==> config.mk <==
export PLATFORM = sky130hd
export DESIGN_NAME = rps_top
export DESIGN_NICKNAME = d
export VERILOG_FILES = /design/src/common/rps_pkg.sv /design/src/common/rps_cmd_if.sv /design/src/design/rps_cmd_mem.sv /design/src/design/rps_pwm.sv /design/src/design/rps_top.sv
export VERILOG_INCLUDE_DIRS = /design/src /design/src/common
export SDC_FILE = /design/constraint.sdc
export NUM_CORES = 2
export LEC_CHECK = 0
export ABC_AREA = 1
export BUFFER_PORTS_ARGS = -buffer_cell sky130_fd_sc_hd__buf_2
export CELL_PAD_IN_SITES_DETAIL_PLACEMENT = 1
export CELL_PAD_IN_SITES_GLOBAL_PLACEMENT = 2
export CORE_ASPECT_RATIO = 0.6
export CORE_MARGIN = 10
export CORE_UTILIZATION = 40
export DETAILED_ROUTE_END_ITERATION = 10
export PLACE_DENSITY_LB_ADDON = 0.1
export SLEW_MARGIN = 5
export SYNTH_ARGS = -nofsm -noshare
export SYNTH_HDL_FRONTEND = slang
export SYNTH_SLANG_ARGS = --single-unit
==> constraint.sdc <==
create_clock -name clk -period 23.7 [get_ports clk]
set_clock_uncertainty 0.05 [all_clocks]
set_input_delay 4.74 -clock clk [delete_from_list [all_inputs] [get_ports clk]]
set_output_delay 4.74 -clock clk [all_outputs]
set_load 0.1 [all_outputs]
==> src/common/rps_params.svh <==
// constants of the rgb pattern command sequencer
//
// Function
// - no averaging: 122 Hz sampling, 8.2 ms updates
// - averaging: 244 Hz, 64 samples, 262 ms
// - speed field 00..11: fastest, fast, medium, slow
// - first byte: red, green, execution time high
// - second byte: execution low, blue, fade
// - code to percent: linear or logarithmic table
// - execution time 197 to 3146 ms, even steps
// - fade time 0 to 3539 ms by code
// - command bytes read/write, reset to zero
// - curve bit: clear linear, set logarithmic
// - start bit runs from slot 0; clear stops
// - loop bit repeats; clear runs pattern once
`ifndef RPS_PARAMS_SVH
`define RPS_PARAMS_SVH

// ----------------------------------------------------------------
// clock and timing
// ----------------------------------------------------------------
`define CLK_HZ         10000000
`define MS_PER_S       1000
`define ADC_SLOW_HZ    122
`define ADC_FAST_HZ    244
`define AVG_LAST       6'h3F
`define AVG_SHIFT      6
`define CET_MIN_MS     197
`define CET_MAX_MS     3146
`define CET_STEPS      15
`define TT_MAX_MS      3539
`define TT_RATIO       64
`define RAMP_STEPS     7'h64
`define RAMP_STEPS_S   16'sh0064
`define PWM_LAST       7'h63
`define TMR_W          25

// ----------------------------------------------------------------
// register offsets
// ----------------------------------------------------------------
`define ADDR_PAT_CTRL  8'h11
`define ADDR_MAX_CUR   8'h12
`define ADDR_AUDIO     8'h2B
`define ADDR_ADC_RES   8'h2C
`define ADDR_STATUS    8'h2D
`define ADDR_CMD_HI    4'h5

// ----------------------------------------------------------------
// fields and reset values
// ----------------------------------------------------------------
`define CTRL_LOG       0
`define CTRL_LOOP      1
`define CTRL_START     2
`define CTRL_MASK      8'h0F
`define MAX_CUR_MASK   8'h3F
`define AUDIO_MASK     8'h1F
`define AUD_AVG        4
`define RST_BYTE       8'h00
`define LAST_SLOT      3'h7
`define RED_HI         15
`define GRN_HI         12
`define CET_A_HI       9
`define CET_B_HI       7
`define BLU_HI         5
`define FADE_HI        2

`endif

==> src/common/rps_pkg.sv <==
// types of the rgb pattern command sequencer
package rps_pkg;

  typedef enum logic [1:0] {
    RPS_IDLE  = 2'b00,
    RPS_FETCH = 2'b01,
    RPS_RUN   = 2'b10,
    RPS_DONE  = 2'b11
  } rps_state_t;

  typedef logic [6:0] rps_duty_t;

endpackage

==> src/common/rps_cmd_if.sv <==
// link between sequencer and command store
`timescale 1ns/1ps
interface rps_cmd_if;
  logic        wr_en;
  logic [3:0]  addr;
  logic [7:0]  wdata;
  logic [7:0]  rdata;
  logic [2:0]  slot;
  logic [15:0] slot_word;

  modport store (input wr_en, input addr, input wdata, input slot, output rdata, output slot_word);
  modport user  (output wr_en, output addr, output wdata, output slot, input rdata, input slot_word);
endinterface

==> src/design/rps_cmd_mem.sv <==
// command slot store, sixteen bytes with registered reads
`timescale 1ns/1ps
module rps_cmd_mem
  import rps_pkg::*;
(
  input wire logic    clk,
  input wire logic    rst_n,
  rps_cmd_if.store    bus
);
`include "rps_params.svh"

  logic [7:0] byte_reg [0:15];

  for (genvar i = 0; i < 16; i++) begin : g_byte
    always_ff @(posedge clk) begin
      if (!rst_n) begin
        byte_reg[i] <= `RST_BYTE;
      end else if (bus.wr_en && bus.addr == 4'(i)) begin
        byte_reg[i] <= bus.wdata;
      end
    end
  end

  always_ff @(posedge clk) begin
    if (!rst_n) begin
      bus.rdata     <= `RST_BYTE;
      bus.slot_word <= {`RST_BYTE, `RST_BYTE};
    end else begin
      bus.rdata     <= byte_reg[bus.addr];
      bus.slot_word <= {byte_reg[{bus.slot, 1'b0}], byte_reg[{bus.slot, 1'b1}]};
    end
  end

endmodule

==> src/design/rps_pwm.sv <==
// three channel pwm, period of one hundred clocks
`timescale 1ns/1ps
module rps_pwm
  import rps_pkg::*;
(
  input wire logic        clk,
  input wire logic        rst_n,
  input wire logic [20:0] duty,
  output logic     [2:0]  pwm_out
);
`include "rps_params.svh"

  logic [6:0] cnt_reg;

  always_ff @(posedge clk) begin
    if (!rst_n) begin
      cnt_reg <= 7'h00;
    end else if (cnt_reg == `PWM_LAST) begin
      cnt_reg <= 7'h00;
    end else begin
      cnt_reg <= cnt_reg + 7'h01;
    end
  end

  for (genvar c = 0; c < 3; c++) begin : g_out
    always_ff @(posedge clk) begin
      if (!rst_n) begin
        pwm_out[c] <= 1'b0;
      end else begin
        pwm_out[c] <= cnt_reg < duty[c*7 +: 7];
      end
    end
  end

endmodule

==> src/design/rps_top.sv <==
// rgb pattern command sequencer with adc result and audio response control
`timescale 1ns/1ps
`include "rps_params.svh"
module rps_top
  import rps_pkg::*;
#(
  parameter int ADC_SLOW_CYC  = `CLK_HZ / `ADC_SLOW_HZ,
  parameter int ADC_FAST_CYC  = `CLK_HZ / `ADC_FAST_HZ,
  parameter int CET_MIN_CYC   = `CET_MIN_MS * (`CLK_HZ / `MS_PER_S),
  parameter int CET_STEP_CYC  = (`CET_MAX_MS - `CET_MIN_MS) * (`CLK_HZ / `MS_PER_S) / `CET_STEPS,
  parameter int RAMP_BASE_CYC = `TT_MAX_MS * (`CLK_HZ / `MS_PER_S) / (`TT_RATIO * 100)
)
(
  input wire logic        clk,
  input wire logic        rst_n,
  input wire logic [7:0]  reg_addr,
  input wire logic [7:0]  reg_wdata,
  input wire logic        reg_wr,
  input wire logic        reg_rd,
  output logic     [7:0]  reg_rdata,
  output logic            reg_rvalid,
  input wire logic [7:0]  adc_data,
  input wire logic        adc_done,
  output logic            adc_start,
  output logic     [2:0]  pwm_out,
  output logic     [5:0]  current_scale,
  output logic     [1:0]  audio_speed,
  output logic     [1:0]  filter_mode
);

  // ----------------------------------------------------------------
  // helpers
  // ----------------------------------------------------------------
  function automatic logic is_cmd_addr(input logic [7:0] a);
    return a[7:4] == `ADDR_CMD_HI;
  endfunction

  function automatic rps_duty_t intensity_pct(input logic [2:0] code, input logic log_mode);
    rps_duty_t pct;
    pct = 7'h00;
    if (log_mode) begin
      case (code)
        3'h1:    pct = 7'h01;
        3'h2:    pct = 7'h02;
        3'h3:    pct = 7'h04;
        3'h4:    pct = 7'h0A;
        3'h5:    pct = 7'h15;
        3'h6:    pct = 7'h2E;
        3'h7:    pct = 7'h64;
        default: pct = 7'h00;
      endcase
    end else begin
      case (code)
        3'h1:    pct = 7'h07;
        3'h2:    pct = 7'h0E;
        3'h3:    pct = 7'h15;
        3'h4:    pct = 7'h20;
        3'h5:    pct = 7'h2E;
        3'h6:    pct = 7'h47;
        3'h7:    pct = 7'h64;
        default: pct = 7'h00;
      endcase
    end
    return pct;
  endfunction

  function automatic logic [`TMR_W-1:0] ramp_period(input logic [2:0] fade);
    return `TMR_W'(RAMP_BASE_CYC) << (fade - 3'h1);
  endfunction

  // ----------------------------------------------------------------
  // register file
  // ----------------------------------------------------------------
  logic [7:0] ctrl_reg;
  logic [7:0] max_cur_reg;
  logic [7:0] audio_reg;
  logic [7:0] adc_res_reg;
  logic [7:0] status_byte;
  logic [7:0] rd_local_reg;
  logic       rd_pend_reg;
  logic       rd_cmd_reg;
  logic       start_pulse;
  logic       ctrl_wr;

  rps_cmd_if cmd ();

  assign ctrl_wr     = reg_wr && reg_addr == `ADDR_PAT_CTRL;
  assign start_pulse = ctrl_wr && reg_wdata[`CTRL_START] && !ctrl_reg[`CTRL_START];

  assign cmd.wr_en = reg_wr && is_cmd_addr(reg_addr);
  assign cmd.addr  = reg_addr[3:0];
  assign cmd.wdata = reg_wdata;

  always_ff @(posedge clk) begin
    if (!rst_n) begin
      ctrl_reg <= `RST_BYTE;
    end else if (ctrl_wr) begin
      ctrl_reg <= reg_wdata & `CTRL_MASK;
    end
  end

  always_ff @(posedge clk) begin
    if (!rst_n) begin
      max_cur_reg <= `RST_BYTE;
    end else if (reg_wr && reg_addr == `ADDR_MAX_CUR) begin
      max_cur_reg <= reg_wdata & `MAX_CUR_MASK;
    end
  end

  always_ff @(posedge clk) begin
    if (!rst_n) begin
      audio_reg <= `RST_BYTE;
    end else if (reg_wr && reg_addr == `ADDR_AUDIO) begin
      audio_reg <= reg_wdata & `AUDIO_MASK;
    end
  end

  always_ff @(posedge clk) begin
    if (!rst_n) begin
      rd_pend_reg  <= 1'b0;
      rd_cmd_reg   <= 1'b0;
      rd_local_reg <= `RST_BYTE;
    end else begin
      rd_pend_reg <= reg_rd;
      rd_cmd_reg  <= is_cmd_addr(reg_addr);
      case (reg_addr)
        `ADDR_PAT_CTRL: rd_local_reg <= ctrl_reg;
        `ADDR_MAX_CUR:  rd_local_reg <= max_cur_reg;
        `ADDR_AUDIO:    rd_local_reg <= audio_reg;
        `ADDR_ADC_RES:  rd_local_reg <= adc_res_reg;
        `ADDR_STATUS:   rd_local_reg <= status_byte;
        default:        rd_local_reg <= `RST_BYTE;
      endcase
    end
  end

  always_ff @(posedge clk) begin
    if (!rst_n) begin
      reg_rvalid <= 1'b0;
      reg_rdata  <= `RST_BYTE;
    end else begin
      reg_rvalid <= rd_pend_reg;
      if (rd_pend_reg) begin
        reg_rdata <= rd_cmd_reg ? cmd.rdata : rd_local_reg;
      end
    end
  end

  always_ff @(posedge clk) begin
    if (!rst_n) begin
      current_scale <= 6'h00;
      audio_speed   <= 2'h0;
      filter_mode   <= 2'h0;
    end else begin
      current_scale <= max_cur_reg[5:0];
      audio_speed   <= audio_reg[1:0];
      filter_mode   <= audio_reg[3:2];
    end
  end

  // ----------------------------------------------------------------
  // adc sampling and averaging
  // ----------------------------------------------------------------
  logic [`TMR_W-1:0] adc_cnt_reg;
  logic [13:0]       acc_reg;
  logic [5:0]        avg_cnt_reg;
  logic              avg_on;

  assign avg_on = audio_reg[`AUD_AVG];

  always_ff @(posedge clk) begin
    if (!rst_n) begin
      adc_cnt_reg <= '0;
      adc_start   <= 1'b0;
    end else if (adc_cnt_reg == '0) begin
      adc_cnt_reg <= avg_on ? `TMR_W'(ADC_FAST_CYC - 1) : `TMR_W'(ADC_SLOW_CYC - 1);
      adc_start   <= 1'b1;
    end else begin
      adc_cnt_reg <= adc_cnt_reg - `TMR_W'(1);
      adc_start   <= 1'b0;
    end
  end

  always_ff @(posedge clk) begin
    if (!rst_n) begin
      acc_reg     <= 14'h0000;
      avg_cnt_reg <= 6'h00;
      adc_res_reg <= `RST_BYTE;
    end else if (!avg_on) begin
      acc_reg     <= 14'h0000;
      avg_cnt_reg <= 6'h00;
      if (adc_done) begin
        adc_res_reg <= adc_data;
      end
    end else if (adc_done) begin
      avg_cnt_reg <= avg_cnt_reg + 6'h01;
      if (avg_cnt_reg == `AVG_LAST) begin
        adc_res_reg <= 8'((acc_reg + {6'h00, adc_data}) >> `AVG_SHIFT);
        acc_reg     <= 14'h0000;
      end else begin
        acc_reg <= acc_reg + {6'h00, adc_data};
      end
    end
  end

  // ----------------------------------------------------------------
  // pattern sequencer
  // ----------------------------------------------------------------
  rps_state_t        state_reg;
  logic [2:0]        slot_reg;
  logic              fetch_wait_reg;
  logic [`TMR_W-1:0] cet_cnt_reg;
  logic [`TMR_W-1:0] ramp_cnt_reg;
  logic [`TMR_W-1:0] ramp_per_reg;
  logic [6:0]        phase_reg;
  logic [20:0]       start_duty_reg;
  logic [20:0]       tgt_duty_reg;
  logic [20:0]       duty_all;
  logic [15:0]       word;
  logic [3:0]        cet_code;
  logic [2:0]        fade_duration;
  logic              log_mode;

  assign cmd.slot      = slot_reg;
  assign word          = cmd.slot_word;
  assign cet_code      = {word[`CET_A_HI -: 2], word[`CET_B_HI -: 2]};
  assign fade_duration = word[`FADE_HI -: 3];
  assign log_mode      = ctrl_reg[`CTRL_LOG];
  assign status_byte   = {3'h0, state_reg == RPS_DONE, state_reg != RPS_IDLE, slot_reg};

  always_ff @(posedge clk) begin
    if (!rst_n) begin
      state_reg      <= RPS_IDLE;
      slot_reg       <= 3'h0;
      fetch_wait_reg <= 1'b0;
      cet_cnt_reg    <= '0;
      ramp_cnt_reg   <= '0;
      ramp_per_reg   <= '0;
      phase_reg      <= 7'h00;
      start_duty_reg <= 21'h000000;
      tgt_duty_reg   <= 21'h000000;
    end else if (!ctrl_reg[`CTRL_START] && !start_pulse) begin
      state_reg      <= RPS_IDLE;
      slot_reg       <= 3'h0;
      start_duty_reg <= 21'h000000;
      tgt_duty_reg   <= 21'h000000;
    end else if (start_pulse) begin
      state_reg      <= RPS_FETCH;
      slot_reg       <= 3'h0;
      fetch_wait_reg <= 1'b1;
    end else begin
      case (state_reg)
        RPS_FETCH: begin
          fetch_wait_reg <= 1'b0;
          if (!fetch_wait_reg) begin
            start_duty_reg <= duty_all;
            tgt_duty_reg   <= {intensity_pct(word[`BLU_HI -: 3], log_mode),
                               intensity_pct(word[`GRN_HI -: 3], log_mode),
                               intensity_pct(word[`RED_HI -: 3], log_mode)};
            cet_cnt_reg    <= `TMR_W'(CET_MIN_CYC - 1) + `TMR_W'(cet_code) * `TMR_W'(CET_STEP_CYC);
            phase_reg      <= (fade_duration == 3'h0) ? `RAMP_STEPS : 7'h00;
            ramp_per_reg   <= ramp_period(fade_duration);
            ramp_cnt_reg   <= ramp_period(fade_duration) - `TMR_W'(1);
            state_reg      <= RPS_RUN;
          end
        end
        RPS_RUN: begin
          if (phase_reg != `RAMP_STEPS) begin
            if (ramp_cnt_reg == '0) begin
              ramp_cnt_reg <= ramp_per_reg - `TMR_W'(1);
              phase_reg    <= phase_reg + 7'h01;
            end else begin
              ramp_cnt_reg <= ramp_cnt_reg - `TMR_W'(1);
            end
          end
          if (cet_cnt_reg == '0) begin
            fetch_wait_reg <= 1'b1;
            if (slot_reg != `LAST_SLOT) begin
              slot_reg  <= slot_reg + 3'h1;
              state_reg <= RPS_FETCH;
            end else if (ctrl_reg[`CTRL_LOOP]) begin
              slot_reg  <= 3'h0;
              state_reg <= RPS_FETCH;
            end else begin
              state_reg <= RPS_DONE;
            end
          end else begin
            cet_cnt_reg <= cet_cnt_reg - `TMR_W'(1);
          end
        end
        RPS_DONE: state_reg <= RPS_DONE;
        default:  state_reg <= RPS_IDLE;
      endcase
    end
  end

  // ----------------------------------------------------------------
  // per channel ramp interpolation
  // ----------------------------------------------------------------
  for (genvar c = 0; c < 3; c++) begin : g_ch
    logic signed [15:0] diff_s;
    logic signed [15:0] step_s;
    logic        [6:0]  duty_ch_reg;

    assign diff_s = $signed({9'h000, tgt_duty_reg[c*7 +: 7]}) - $signed({9'h000, start_duty_reg[c*7 +: 7]});
    assign step_s = 16'(diff_s * $signed({9'h000, phase_reg}) / `RAMP_STEPS_S);

    always_ff @(posedge clk) begin
      if (!rst_n) begin
        duty_ch_reg <= 7'h00;
      end else begin
        duty_ch_reg <= 7'($signed({9'h000, start_duty_reg[c*7 +: 7]}) + step_s);
      end
    end

    assign duty_all[c*7 +: 7] = duty_ch_reg;
  end

  // ----------------------------------------------------------------
  // instances
  // ----------------------------------------------------------------
  rps_cmd_mem u_mem (
    .clk   (clk),
    .rst_n (rst_n),
    .bus   (cmd.store)
  );

  rps_pwm u_pwm (
    .clk     (clk),
    .rst_n   (rst_n),
    .duty    (duty_all),
    .pwm_out (pwm_out)
  );

endmodule

; Word level (Yosys, flattened, before mapping)
; Memories as Yosys holds them, arrays and structs flattened. A register that Yosys moved wholly into a read port is not among the register bits.
; Cells that the tools add are included.
[word_totals]
register_bits = 259
latch_bits = 0
mem_bits_rw = 128
romBits = 0
input_bits = 29
out_inout_bits = 23
elab_cells = 298
mem_count = 1
[op_classes]
addsub = 18
n_mul = 4
n_div = 3
order_cmp = 3
n_eq_ne = 57
shifts = 1
mux = 107
n_bitwise = 20
n_reduce_logical = 51
[mem_list]
columns = memory, words, word_bits, rd, rd_clocked_by_memory_dff, write_ports, line_no
row1 = u_mem.byte_reg, 16, 8, 3, 3, 16, rps_cmd_mem.sv:12  ; logic [7:0] byte_reg [0:15];
[op_table]
columns = op, n
row1 = one-hot mux 7 bit (7 select lines), 6
row2 = 2-to-1 mux 8 bit, 21
row3 = 2-to-1 mux 25 bit, 6
row4 = subtractor 25 x 1 -> 25 bit (second input constant), 5
row5 = one-hot mux 25 bit (2 select lines), 2
row6 = logical NOT 25 bit, 3
row7 = 2-to-1 mux 1 bit, 53
row8 = 2-to-1 mux 7 bit, 7
row9 = divider 16 x 8 -> 16 bit (second input constant), 3
row10 = multiplier 8 x 8 -> 16 bit, 3
row11 = one-hot mux 8 bit (5 select lines), 1
row12 = == test 3 bit (second input constant), 12
row13 = == test 4 bit (second input constant), 8
row14 = adder 21 x 25 -> 25 bit (first input constant), 1
row15 = << shifter 13 x 3 -> 25 bit (first input constant), 1
row16 = == test 8 x 6 -> 1 bit (second input constant), 3
row17 = subtractor 7 x 7 -> 8 bit, 3
row18 = logical AND 1 bit, 23
row19 = adder 7 bit, 3
row20 = < comparator 7 bit, 3
row21 = multiplier 4 x 17 -> 21 bit (second input constant), 1
row22 = == test 4 x 3 -> 1 bit (second input constant), 5
row23 = == test 3 x 2 -> 1 bit (second input constant), 6
row24 = 2-to-1 mux 17 bit, 1
row25 = other kinds (37), 84

; Logic depth before layout (Yosys ltp)
[depth]
ltp_word = 8
mapped_depth = 95
depth_no_buf = 95

; Cells and area by module
; A second synthesis with hierarchy kept.
[hier_totals]
cells_unflattened = 5185
hier_area_um2 = 35535.3
[by_module_without_submodules]
columns = module, instances, cells_each, area_per_inst_um2, seq_area_each_um2
row1 = rps_top, 1, 4063, 26905.8, 4884.7
row2 = rps_cmd_mem, 1, 984, 7731.2, 4324.1
row3 = rps_pwm, 1, 138, 898.4, 200.2

; Least setup slack after synthesis
; Ideal clock, no wire load.
[synth_path]
kind = register to register
startpoint = register start_duty_reg[1]
endpoint = register g_ch[0].duty_ch_reg[6]
arrival_ps = 10518
t_required_ps = 23522
slack_ps = 13005
stages_incl_launch_ff = 83
period_less_slack_ps = 10695
cell_sequence = dfxtp_1 > inv_1 > fa_1 > a21oi_1 > o21ai_0 > nand2_1 > nand2_1 > a21oi_1 > xor2_1 > inv_1 > nand2_1 > fa_1 > inv_1 > fa_1 > fa_1 > inv_1 > fa_1 > inv_1 > [... 47 more ...] > nand2_2 > nand2_2 > nand3_1 > nand3_1 > inv_1 > ha_1 > nand2_1 > o21ai_0 > fa_1 > a31oi_1 > nor2_1 > nor2_1 > nor2_1 > nor2_1 > xor2_1 > xnor2_1 > xor2_1 > nor2_1
[synth_via]
elab_chain_len = 4
[synth_lines]
columns = item, line_no
row1 = from (decl), rps_top.sv:216  ; logic [20:0] start_duty_reg;
row2 = from (signal assigned), rps_top.sv:256  ; start_duty_reg <= duty_all;
row3 = subtractor 7 x 7 -> 8 bit, rps_top.sv:305  ; assign diff_s = $signed({9'h000, tgt_duty_reg[c*7 +: 7]}) - $signed({9'h000, start_duty_reg[c*7 +: 7]});
row4 = multiplier 8 x 8 -> 16 bit, rps_top.sv:306  ; assign step_s = 16'(diff_s * $signed({9'h000, phase_reg}) / `RAMP_STEPS_S);
row5 = divider 16 x 8 -> 16 bit (no line), n/a
row6 = adder 7 bit (*), rps_top.sv:312  ; duty_ch_reg <= 7'($signed({9'h000, start_duty_reg[c*7 +: 7]}) + step_s);
row7 = to (signal assigned), rps_top.sv:312
row8 = to (decl), rps_top.sv:303  ; logic [6:0] duty_ch_reg;
; Mark *: on every way between the ends. The rest lies on a longest branch, timed or not.
; A chain may end at the register's enable or synchronous reset.

; Final worst setup path
; Ends and elaborated chain as after synthesis.

==> key figures <==
STA
  • Worst-Margin Slew: 1.16 ns
  • Final min period: 12.98 ns
  • Final hold violations: 0
  • Setup total negative slack: 0 ns
  • Period utilisation layout: 54.7%
  • Max frequency: 0.0771 GHz
  • RSZ-0062 raised after global routing: false
  • WHS: 0.396 ns
  • Final Slew Violations: 0
  • Final setup viols: 0
  • Worst rel slew slack: 22.0%

Placed design
  • Placer Congestion: 0.858
  • DP Wirelength: 87,000 microns
  • Input/output buffers: 51
  • Placement Cell Area: 36,400 sq um

Critical path
  • Crit end category: register
  • FF-to-FF Start: start_duty_reg[1]
  • Critical path origin: start_duty_reg[1]
  • R2R Setup Slk: 10.73 ns
  • Crit Path Max Fanout: 22
  • CP required: 24.07 ns
  • Slowest stage delay, CP: 0.55 ns
  • Worst Setup Start Kind: register
  • CP most frequent cell: nand2_1
  • CP arrival: 13.35 ns
  • Critical path class: register to register
  • CP max-delay cell: fa_1

Final layout
  • Final Cell Area: 37,900 sq um
  • Nets: 5,432
  • Share of cells above drive strength 1: 7.87%
  • Most frequent cells in the layout: nand2_1, inv_1, nor2_1
  • Fillers: 11,000
  • Max reg flops: 128
  • Area grow syn2layout: 8.31%
  • Commonest non-fill, non-tap cell in the layout: nand2_1
  • Antenna cells: 0

Die
  • Row cnt: 83
  • IO Pins: 52
  • Initial Utilization: 40.6%
  • Die area: 100,000 sq um
  • Die Y: 249 microns
  • Die W: 402 microns
  • Core Footprint: 86,100 sq um

Logic synthesis
  • Synth top area cells: dfxtp_1, edfxtp_1, nand2_1, inv_1, fa_1
  • Post-synth EDFFs: 128
  • Async S/R FF share, synth: 0%
  • Syn_area_per_cell: 6.93 sq um
  • Cell taking the most area after synthesis: dfxtp_1
  • Primary FF master, synth: dfxtp_1
  • Seq cells post-synth: 406
  • Gate Count Post-Synth: 5,051
  • Yosys cell types: 64
  • Seq/Total Area, Yosys: 26.9%
  • Yosys warning total: 0
  • Syn_nets: 5,445
  • Synthesized cell area: 35,000 sq um
  • Area share of the largest cell type after synthesis: 15.9%

Clock tree
  • CTS root buf: clkbuf_16
  • Post-CTS Hold Buffers: 0
  • CTS clk-pin slew, worst paths: 0.06 ns
  • H-tree depth: 2
  • TritonCTS clock tree: done
  • CTS buffer count: 41
  • Clk sinks: 406
  • Post-CTS Resized: 0
  • Setup Fix Bufs, Post-CTS: 0
  • Clk buf depth: 3
  • Clock Latency Late Sink: 0.58 ns

Global route
  • Grt met1 use: 35.2%
  • Most used routing layer in global routing: met1
  • Initial antenna violation count: 1
  • GR Util met3: 4.74%
  • First-pass GRT wire length: 180,000 microns
  • M2 GR Usage: 29.1%
  • Vias in the first global route: 31,900
  • Largest net degree at the start of global routing: 69
  • GRT Util Overall: 21.7%
  • Grt ovf: 0

Hold path
  • Min-delay src: adc_cnt_reg[0]
  • Worst Hold Class: register to register

Drt
  • Post-route ant nets: 0
  • WL/cell: 18.0 microns
  • Vias per cell: 5.20
  • DR vias: 32,300
  • Initial DRC Count: 2,173
  • Pre-antenna DRT Iters: 5
  • Remaining DRCs: 0
  • WL final: 112,000 microns

Job
  • Max cap viols: 0

Power
  • Leak: 18.5 nW
  • Tot Pwr: 1.78 mW
  • PD cells: 46.9 nW/um^2
  • Peak supply drop: 59.0 uV

Outcome
  • Outcome: completed
==> path summary, 6_finish.rpt <==
check / endpoint / cells after the start
max reg2reg: g_ch[0].duty_ch_reg[6] / 79
max: g_ch[0].duty_ch_reg[6] / 79
min: adc_cnt_reg[0] / 1
min reg2reg: adc_cnt_reg[0] / 1
==> Yosys cell counts (19+ instances only) <==
cell type and n:
a31oi_1 58, dfxtp_1 278, fa_1 154, xnor2_1 34, inv_2 42, nor2_1 625, a22oi_1 33, o21ai_0 352
nand2_1 976, clkbuf_1 127, nand2_4 23, nand3_1 222, a21oi_1 290, o211ai_1 25, inv_1 911, nand4_1 77
ha_1 211, xor2_1 107, nand2_2 83, nor3_1 42, or2_2 19, edfxtp_1 128
==> cell families (layout without fill, tap and decap cells) <==
kind of cell / count (synthesis) / count (layout) / share of synthesized area (%)
buf+inv: 1106 / 1124 / 11.9
simple gates: 2157 / 2157 / 27.1
flops: 406 / 406 / 26.9
compound gates: 872 / 872 / 14.0
fa+ha+maj: 365 / 365 / 16.4
xor+xnor: 145 / 145 / 3.72
==> per-stage QoR <==
stage	worst slack, ns	instances	util (%)
6_report	10.73	6216	44.0
5_1_grt	9.22	6216	44.0
4_1_cts	10.69	6216	44.0
3_5_place_dp	10.73	6142	42.3
3_3_place_gp	10.97	6142	42.3
2_1_floorplan	13.00	5051	-
==> metal layers <==
metal / share of wire (%) / wire, microns / vias up
li1: - / - / 16100
met5: 0.012 / 13 / -
met2: 37 / 41600 / 663
met4: 0.97 / 1080 / 2
met1: 55 / 61100 / 15400
met3: 7.1 / 7880 / 92
==> layout make-up <==
class	instances	area, sq um	area share (%)
clock buffer	58	1250	3.29
clock inverter	16	243	0.640
inverter	967	3630	9.58
multi-input combinational	3539	21400	56.6
sequential	406	9410	24.8
tap	1147	1440	3.79
timing repair buffer	83	498	1.31
==> worst max-delay path, delay by kind of cell (launching register included) <==
family                     cells  cell delay, ns
buffers and inverters         12            1.17
xor gates and xnor gates       4            0.96
DFF                            1            0.41
and+or+nand+nor               49            5.62
AOI/OAI and AO/OA              6            1.00
adders and majority gates      8            3.53
==> power by group <==
part,switching [mW],total [mW],internal [mW]
clock network,0.311,0.737,0.426
logic,0.185,0.269,0.0842
registers,0.0238,0.771,0.747
(Power assumes the default switching activity.)
